<file path="src/led_cfg_map.svh">
// constants for the driver configuration block
`ifndef LED_CFG_MAP_SVH
`define LED_CFG_MAP_SVH
`define CFG_WIDTH 16
`define CFG_BAND_BIT 9
`define CFG_MANT_HI 8
`define CFG_MANT_LO 2
`define CFG_TP_BIT 1
`define CFG_ERR_BIT 14
// gain field 8'b1100_0000 is G = 1.25; G = 1 is band 1 with mantissa 8'h2A (approx)
`define CFG_RESET 16'h02A8
`define STAGGER_NS 40
`define CLK_NS 10
`define STAGGER_CYC ((`STAGGER_NS + `CLK_NS - 1) / `CLK_NS)
`define LE_WRITE_CLKS 4'h1
`define LE_READ_CLKS 4'h2
`endif

</file>
<file path="src/led_cfg_pkg.sv">
// types for the driver configuration block
package led_cfg_pkg;
    typedef enum logic [1:0] {
        SH_IDLE,
        SH_SHIFT,
        SH_READ
    } shift_state_t;
endpackage : led_cfg_pkg

</file>
<file path="src/led_gain_thermal_config.sv">
// configuration register, gain decode, thermal limiter and output stagger
// ------------------------------------------------------------
// Functional notes
// - gain field is config bits 9..2, 256 levels
// - bit 9 selects current band: 0 low, 1 high
// - bits 8..2 are 7-bit unsigned mantissa, msb at bit 8
// - mantissa is (256G-128)/3 high band, (1024G-128)/3 low band
// - four output groups by index mod 4, each 40 ns later; here at turn-on only, turn-off steps one clock per group
// - bit 1 arms thermal protection, default disabled
// - armed and overheated: set error flag, limit current to 25%
// - below release threshold: clear flag, restore full current
// - error flag at bit E, readable via read command
// - after reset gain defaults near 1
// ------------------------------------------------------------
`timescale 1ns/1ns
`include "led_cfg_map.svh"
module led_gain_thermal_config #(
    parameter int STAGGER_CYC = `STAGGER_CYC
) (
    input wire logic MCLK_IN,
    input wire logic RST_N_IN,
    input wire logic SERIAL_DATA_IN,
    input wire logic SHIFT_CLOCK_IN,
    input wire logic LATCH_STROBE_IN,
    input wire logic OVERTEMP_IN,
    input wire logic RELEASE_TEMP_IN,
    input wire logic OUTPUT_ENABLE_IN,
    output logic SERIAL_DATA_OUT,
    output logic CURRENT_BAND_SELECT_OUT,
    output logic [6:0] GAIN_MANTISSA_OUT,
    output logic OVERTEMP_LIMITER_OUT,
    output logic THERMAL_ERROR_OUT,
    output logic [3:0] OUTPUT_CHANNEL_GROUP_OUT
);
    // ------------------------------------------------------------
    // input synchronisers
    // ------------------------------------------------------------
    logic [4:0] s1_reg;
    logic [4:0] s2_reg;
    logic sclk_d_reg;
    logic [4:0] pins;
    assign pins = {SERIAL_DATA_IN, SHIFT_CLOCK_IN, LATCH_STROBE_IN, OVERTEMP_IN,
                   RELEASE_TEMP_IN};

    always_ff @(posedge MCLK_IN or negedge RST_N_IN) begin
        if (!RST_N_IN) begin
            s1_reg <= 5'h00;
            s2_reg <= 5'h00;
            sclk_d_reg <= 1'b0;
        end else begin
            s1_reg <= pins;
            s2_reg <= s1_reg;
            sclk_d_reg <= s2_reg[3];
        end
    end

    logic serial_data_in;
    logic sclk;
    logic le;
    logic hot;
    logic cool;
    logic sclk_rise;
    assign serial_data_in = s2_reg[4];
    assign sclk = s2_reg[3];
    assign le = s2_reg[2];
    assign hot = s2_reg[1];
    assign cool = s2_reg[0];
    assign sclk_rise = sclk & ~sclk_d_reg;

    // ------------------------------------------------------------
    // serial shift and configuration register
    // ------------------------------------------------------------
    logic [15:0] shift_reg;
    logic [15:0] shift_next;
    logic [15:0] cfg_reg;
    logic [15:0] cfg_next;
    logic [3:0] le_cnt_reg;
    logic [3:0] le_cnt_next;
    logic err_reg;
    logic err_next;
    logic sdo_reg;
    logic sdo_next;
    led_cfg_pkg::shift_state_t st_reg;
    led_cfg_pkg::shift_state_t st_next;
    logic [15:0] cfg_view;

    // error flag always reads back live at bit E
    always_comb begin
        cfg_view = cfg_reg;
        cfg_view[`CFG_ERR_BIT] = err_reg;
    end

    always_comb begin
        shift_next = shift_reg;
        cfg_next = cfg_reg;
        le_cnt_next = le_cnt_reg;
        st_next = st_reg;
        sdo_next = sdo_reg;
        case (st_reg)
            led_cfg_pkg::SH_IDLE: begin
                if (sclk_rise) begin
                    shift_next = {shift_reg[14:0], serial_data_in};
                    sdo_next = shift_reg[15];
                end
                if (le) begin
                    le_cnt_next = 4'h0;
                    st_next = led_cfg_pkg::SH_SHIFT;
                end
            end
            led_cfg_pkg::SH_SHIFT: begin
                // command is the count of shift clock rises while latch is high
                if (sclk_rise) begin
                    shift_next = {shift_reg[14:0], serial_data_in};
                    le_cnt_next = le_cnt_reg + 4'h1;
                end
                if (!le) begin
                    st_next = led_cfg_pkg::SH_IDLE;
                    if (le_cnt_reg == `LE_WRITE_CLKS) begin
                        cfg_next = shift_reg;
                        cfg_next[`CFG_ERR_BIT] = 1'b0;
                    end else if (le_cnt_reg == `LE_READ_CLKS) begin
                        shift_next = cfg_view;
                        sdo_next = cfg_view[15];
                        st_next = led_cfg_pkg::SH_READ;
                    end
                end
            end
            led_cfg_pkg::SH_READ: begin
                st_next = led_cfg_pkg::SH_IDLE;
            end
            default: begin
                st_next = led_cfg_pkg::SH_IDLE;
            end
        endcase
    end

    always_ff @(posedge MCLK_IN or negedge RST_N_IN) begin
        if (!RST_N_IN) begin
            shift_reg <= 16'h0000;
            cfg_reg <= `CFG_RESET;
            le_cnt_reg <= 4'h0;
            st_reg <= led_cfg_pkg::SH_IDLE;
            sdo_reg <= 1'b0;
        end else begin
            shift_reg <= shift_next;
            cfg_reg <= cfg_next;
            le_cnt_reg <= le_cnt_next;
            st_reg <= st_next;
            sdo_reg <= sdo_next;
        end
    end

    // ------------------------------------------------------------
    // thermal limiter
    // ------------------------------------------------------------
    // set wins over release if both indications show at once
    always_comb begin
        err_next = err_reg;
        if (!cfg_reg[`CFG_TP_BIT]) begin
            err_next = 1'b0;
        end else if (hot) begin
            err_next = 1'b1;
        end else if (cool) begin
            err_next = 1'b0;
        end
    end

    always_ff @(posedge MCLK_IN or negedge RST_N_IN) begin
        if (!RST_N_IN) begin
            err_reg <= 1'b0;
        end else begin
            err_reg <= err_next;
        end
    end

    // ------------------------------------------------------------
    // output group stagger
    // ------------------------------------------------------------
    logic oe_s1_reg;
    logic oe_s2_reg;
    logic [4:0] chain;

    always_ff @(posedge MCLK_IN or negedge RST_N_IN) begin
        if (!RST_N_IN) begin
            oe_s1_reg <= 1'b0;
            oe_s2_reg <= 1'b0;
        end else begin
            oe_s1_reg <= OUTPUT_ENABLE_IN;
            oe_s2_reg <= oe_s1_reg;
        end
    end

    assign chain[0] = oe_s2_reg;

    // group 0 waits one stage too, but of one cycle, so its step is shorter than the STAGGER_CYC steps of groups 1 to 3
    genvar g;
    generate
        for (g = 0; g < 4; g++) begin : g_stage
            stagger_stage #(
                .DELAY_CYC(g == 0 ? 1 : STAGGER_CYC)
            ) u_stage (
                .clk_in(MCLK_IN),
                .rst_n_in(RST_N_IN),
                .en_in(chain[g]),
                .en_out(chain[g+1])
            );
        end
    endgenerate

    // ------------------------------------------------------------
    // outputs
    // ------------------------------------------------------------
    assign SERIAL_DATA_OUT = sdo_reg;
    assign CURRENT_BAND_SELECT_OUT = cfg_reg[`CFG_BAND_BIT];
    assign GAIN_MANTISSA_OUT = cfg_reg[`CFG_MANT_HI:`CFG_MANT_LO];
    assign OVERTEMP_LIMITER_OUT = err_reg;
    assign THERMAL_ERROR_OUT = err_reg;
    assign OUTPUT_CHANNEL_GROUP_OUT = chain[4:1];
endmodule : led_gain_thermal_config

</file>
<file path="src/stagger_stage.sv">
// one delay stage of the output group stagger
`timescale 1ns/1ns
`include "led_cfg_map.svh"
module stagger_stage #(
    parameter int DELAY_CYC = `STAGGER_CYC
) (
    input wire logic clk_in,
    input wire logic rst_n_in,
    input wire logic en_in,
    output logic en_out
);
    logic [7:0] cnt_reg;
    logic [7:0] cnt_next;
    logic en_reg;
    logic en_next;

    always_comb begin
        cnt_next = cnt_reg;
        en_next = en_reg;
        if (!en_in) begin
            cnt_next = 8'h00;
            en_next = 1'b0;
        end else if (cnt_reg < 8'(DELAY_CYC - 1)) begin
            cnt_next = cnt_reg + 8'h01;
        end else begin
            en_next = 1'b1;
        end
    end

    always_ff @(posedge clk_in or negedge rst_n_in) begin
        if (!rst_n_in) begin
            cnt_reg <= 8'h00;
            en_reg <= 1'b0;
        end else begin
            cnt_reg <= cnt_next;
            en_reg <= en_next;
        end
    end

    assign en_out = en_reg;
endmodule : stagger_stage
</file>
<file path="config.mk">
export PLATFORM = sky130hd
export DESIGN_NAME = led_gain_thermal_config
export DESIGN_NICKNAME = d
export VERILOG_FILES = /design/src/led_cfg_pkg.sv /design/src/led_gain_thermal_config.sv /design/src/stagger_stage.sv
export VERILOG_INCLUDE_DIRS = /design/src /design/src/src
export SDC_FILE = /design/constraint.sdc
export NUM_CORES = 1
export LEC_CHECK = 0
export ABC_AREA = 1
export ABC_CLOCK_PERIOD_IN_PS = 3200
export BUFFER_PORTS_ARGS = -buffer_cell sky130_fd_sc_hd__buf_4
export CORE_ASPECT_RATIO = 1.4
export CORE_MARGIN = 2
export CORE_UTILIZATION = 65
export DETAILED_ROUTE_END_ITERATION = 8
export PLACE_DENSITY_LB_ADDON = 0.3
export SETUP_SLACK_MARGIN = 0.2
export SYNTH_ARGS = -nofsm -noshare
export SYNTH_HDL_FRONTEND = slang
export SYNTH_SLANG_ARGS = --single-unit
</file>
<file path="constraint.sdc">
create_clock -name MCLK_IN -period 3.2 [get_ports MCLK_IN]
set_input_delay 0.48 -clock MCLK_IN [delete_from_list [all_inputs] [get_ports MCLK_IN]]
set_output_delay 0.48 -clock MCLK_IN [all_outputs]
set_load 0.005 [all_outputs]
</file>
======== Word-level counts from Yosys, hierarchy flattened ========
Cells that the tools add are included.
word-level totals
  bits in registers ....................... 88
  logic and storage cells ................. 92
  output and inout port bits .............. 15
  input bits .............................. 8
cells by class
  reductions and logical operators ........ 6
  bitwise gates (word level) .............. 3
  equality and inequality tests ........... 18
  multiplexer cells ....................... 37
  add/sub/neg operators ................... 5
  $lt $le $gt $ge ......................... 4
operators by type and width
  operator                                                count
  2-to-1 mux 16 bit                                       4
  2-to-1 mux 8 bit                                        8
  adder 8 x 1 -> 8 bit (second input constant)            4
  case mux 16 bit (2 select lines)                        1
  < comparator 8 x 2 -> 1 bit (second input constant)     3
  inequality test 2 bit (second input constant)           10
  2-to-1 mux 1 bit                                        15
  < comparator 8 x 1 -> 1 bit (second input constant)     1
  2-to-1 mux 2 bit                                        4
  2-to-1 mux 4 bit                                        2
  inequality test 2 x 1 -> 1 bit (second input constant)  4
  case mux 4 bit (2 select lines)                         1
  AND reduction 3 bit                                     2
  AND reduction 5 bit                                     1
  adder 4 x 1 -> 4 bit (second input constant)            1
  equality test 4 x 1 -> 1 bit (second input constant)    1
  equality test 4 x 2 -> 1 bit (second input constant)    1
  case mux 2 bit (2 select lines)                         1
  inequality test 3 bit (second input constant)           1
  equality test 2 x 1 -> 1 bit (second input constant)    1
  logical NOT 2 bit                                       1
  inverter 1 bit                                          2
  case mux 1 bit (2 select lines)                         1
  AND reduction 2 bit                                     1
  2 further kinds                                         2

======== Logic depth before layout (Yosys ltp) ========
  depth after elaboration ................. 7
  depth in mapped cells ................... 10
  gate-level depth less buffers ........... 9

======== Modules after synthesis ========
A second synthesis with hierarchy kept.
second synthesis, totals
  cell total of the unflattened synthesis .. 481
  area, all modules ....................... 3872.5 µm²
by module, submodules not included
  module                                   times used  area an instance (µm²)  seq. area each (µm²)  cells an instance
  led_gain_thermal_config                  1           2608.8                  1306.3                330
  stagger_stage at g_stage[1].u_stage ...  3           412.9                   225.2                 50
  stagger_stage at g_stage[0].u_stage      1           25.0                    25.0                  1

======== Worst setup path after synthesis ========
OpenSTA, ideal clock, no wires.
  path kind ............................... reg-to-reg
  start point ............................. reg le_cnt_reg[0]
  end point ............................... reg shift_reg[10]
  clock period less this slack ............ 1531 ps
  required time ........................... 3083 ps
  path buffers ............................ 1
  arrival ................................. 1414 ps
  setup slack ............................. 1669 ps
  stages on the path, launching flop included .. 9
  library setup time ...................... 117 ps
  cell sequence ........................... dfrtp_1 > ha_1 > inv_2 > nand2_1 > nor2_2 > buf_2 > nand3_1 > nand3_1 > nand2_1
between the ends
  word-level cells in the longest chain between the ends .. 5
  elaborated cells between the ends (all ways) .. 6
ends and longest elaborated chain
  element                                        line                            text
  start: declaration                             led_gain_thermal_config.sv:77   logic [3:0] le_cnt_reg;
  start signal: assignment                       led_gain_thermal_config.sv:147  le_cnt_reg <= le_cnt_next;
  equality test 4 x 2 -> 1 bit (no source line)  --
  2-to-1 mux 16 bit                              led_gain_thermal_config.sv:121  end else if (le_cnt_reg == `LE_READ_CLKS) begin
  2-to-1 mux 16 bit *                            led_gain_thermal_config.sv:118  if (le_cnt_reg == `LE_WRITE_CLKS) begin
  2-to-1 mux 16 bit *                            led_gain_thermal_config.sv:116  if (!le) begin
  case mux 16 bit (2 select lines) *             led_gain_thermal_config.sv:99   case (st_reg)
  end signal: assignment                         led_gain_thermal_config.sv:145  shift_reg <= shift_next;
  end: declaration                               led_gain_thermal_config.sv:73   logic [15:0] shift_reg;
Every way passes the cells marked *; elsewhere a longest branch is shown, timed or not.
A chain may end at the register's enable or synchronous reset.

======== Worst setup path in the final report ========
  start point ............................. reg st_reg[1]
  end point ............................... reg cfg_reg[12]
between the ends
  word-level cells in the longest chain between the ends .. 2
ends and longest elaborated chain
  element                               line                            text
  start: declaration                    led_gain_thermal_config.sv:83   led_cfg_pkg::shift_state_t st_reg;
  start signal: assignment              led_gain_thermal_config.sv:142  st_reg <= led_cfg_pkg::SH_IDLE;
  start signal: assignment              led_gain_thermal_config.sv:148  st_reg <= st_next;
  equality test 2 x 1 -> 1 bit          led_gain_thermal_config.sv:99
  AND reduction 3 bit (no source line)  --
  end signal: assignment                led_gain_thermal_config.sv:140  cfg_reg <= `CFG_RESET;
  end signal: assignment                led_gain_thermal_config.sv:146  cfg_reg <= cfg_next;
  end: declaration                      led_gain_thermal_config.sv:75   logic [15:0] cfg_reg;
Every way passes these cells.

==> qor.yml <==
cts_buffers: 9
slew_headroom_pct: 36.57
crit_cells: 6
finClkSkew_ps: 10.09
period_needed_ps: 2346
cts_setup_buffers: 0
final_cells: 534
clk_latency_ps: 360
postRouteWirelength_mm: 6.489
critPathKind: "reg2reg"
rsz0062_at_grt: "false"
ys_types: 28
worst_setup_path_start_kind: "flip-flop"
vdd_drop_max_v: 0.0003870
coreArea_um2: 5525
drive_above_1_share_pct: 11.59
diodes: 0
clkTransAtPathRegs_ps: 80
crit_required_ps: 3420
nets: 475
syn_inst: 456
final.setup.worst_slack_ps: 853.6
first_global_vias: 2664
via_count: 2743
setup_viol: 0
placedCellCount: 518
r2r-end: "cfg_reg[12]"
crit_fanout: 30
cp_slowest_cell: "dfrtp_1"
layout_common_cells: "nand2_1, inv_1, dfrtp_1"
place_ws_ps: 879.6
yosysTopAreaCell: "dfrtp_1"
finalSetupTns_ps: 0
cap_violations: 0
cts-resized-gates: 0
max_freq_mhz: 426.2
reg2reg_slack_ps: 850
crit_family: "simple AND/OR/NAND/NOR gates"
clk_path_buf_depth: 2
gp_routability_congestion: 0.8219
synthesis.area_um2: 3742
tightest_slew_ps: 951.5
arrival_ps: 2570
hp-start: "SERIAL_DATA_IN"
drtIter0Drc: 236
synth_top_cell_area_share_pct: 50.82
start_util_pct: 67.73
cpPeakStageDelay_ps: 640
die_w_um: 68.13
drv_slew: 0
ys_seq_elements: 80
synth.area.top_cells: "dfrtp_1, nand2_1, nand3_1"
routedWlPerCell_um: 12.15
vias_per_cell: 5.137
path_cells: "inv_6 -> nand2_4 -> nor2_8 -> nand3_2 -> nand2_1 -> o21ai_1"
drc: 0
grt_pass1_wl_mm: 11.53
cts_root_buf: "clkbuf_8"
finalCritPeriodShare_pct: 73.32
reg2reg_depth: 6
startpoint: "st_reg[1]"
n_fill_cell: 432
hold_path.class: "in2reg"
final_common_cell: "nand2_1"
synthToLayoutAreaGrowth_pct: 7.054
io_pins: 23
ant_nets: 0
largest_register_ffs: 24
cts_hold_buffers: 0
dieArea_um2: 6389
crit_buf_inv: 1
cts.htree.levels: 3
finalHoldViolations: 0
cts_tree: "yes"
endpoint_kind: "flip-flop"
outcome: "finished clean"
clock-sinks: 80
yosys_warnings: 0
die_height_um: 93.78
io_buffer_count: 22
syn_nets: 470
hpwlAfterDp_mm: 4.281
worstReg2RegStart: "st_reg[1]"
grt-ovfl-total: 0
track_usage_pct: 24.25
min_to: "s1_reg[4]"
fp-row-count: 32
antenna_found_initial: 0
drtPass1Iterations: 5
p_per_area_nw_per_um2: 675.6
hold_depth: 1
syn_area_per_cell_um2: 8.207
cellLeakagePower_nw: 2.285
yosysSeqAreaShare_pct: 53.63
grt_max_degree: 81
## synthesized netlist by cell type
library cell and n:
o21ai_1 10, nor2_8 1, dfrtp_1 76, inv_6 1, ha_1 6, o21ai_0 4
inv_2 1, xor2_1 1, nor2_2 1, a21boi_0 1, buf_6 2, buf_2 7
inv_1 84, o21ai_2 5, buf_4 14, nand3_1 68, nand2_4 2, a21oi_1 1
nor3_1 3, dfstp_2 4, clkinv_1 1, nand3_2 1, o211ai_1 1, nand2_2 1
o22ai_1 1, nor2_1 20, nand2_1 134, clkbuf_1 5
## worst max path at each step
stage          slack [ps]       endpoint
2_1_floorplan        1670  shift_reg[10]
3_5_place_dp          880    cfg_reg[12]
4_1_cts               860    cfg_reg[12]
6_report              850    cfg_reg[12]
3_3_place_gp          980     cfg_reg[2]
5_1_grt               650     cfg_reg[6]
## worst reg2reg max path, stage by stage, from the launching register on
cell and delay (ps):
dfrtp_1 640, inv_6 290, nand2_4 100, nor2_8 270, nand3_2 570, nand2_1 260, o21ai_1 90
## final cells by class
type / count / area [µm²] / area share (%)
clock buffers: 10 / 127.6 / 3.186
clock inverters: 6 / 67.56 / 1.686
inverters: 87 / 331.6 / 8.276
multi-input cells: 261 / 1222 / 30.51
flip-flops and latches: 80 / 2007 / 50.09
well taps: 68 / 85.08 / 2.124
repair buffers: 22 / 165.2 / 4.122
## metrics by stage
stage / hold slack [ps] / area (µm²) / total power, W / util [%]
4_1_cts: 210.3 / 4006 / 0.002726 / 72.51
2_1_floorplan: 184.4 / 3742 / 0.001823 / -
3_3_place_gp: 332.6 / 3811 / 0.001962 / 68.98
5_1_grt: 200.2 / 4006 / 0.002909 / 72.51
3_5_place_dp: 334.7 / 3811 / 0.001989 / 68.98
6_report: 223.3 / 4006 / 0.002707 / 72.51
## layer usage
metal | global-route usage (%) | vias up | wire length, µm
li1 | - | 1376 | -
met1 | 28.94 | 1279 | 2651
met2 | 39.81 | 75 | 3333
met3 | 7.914 | 13 | 374
met4 | 9.667 | 0 | 129
met5 | 0 | - | 0
## report_power, final
| group | internal [W] | switching [W] | leakage, nW |
|---|---|---|---|
| Clock | 0.000364 | 0.000373 | 0.0933 |
| Sequential | 0.00121 | 0.000178 | 1.04 |
| Combinational | 0.000249 | 0.000328 | 1.15 |
| Total | 0.00183 | 0.000880 | 2.28 |
## cell families after synthesis
group / count (synthesis) / synth area share (%)
AOI/OAI and AO/OA: 23 / 3.745
buffers and inverters: 115 / 13.71
and+or+nand+nor: 231 / 26.68
adders and majority gates: 6 / 2.006
xor gates and xnor gates: 1 / 0.2341
DFF: 80 / 53.63
Power figures use the tool's default switching activity.
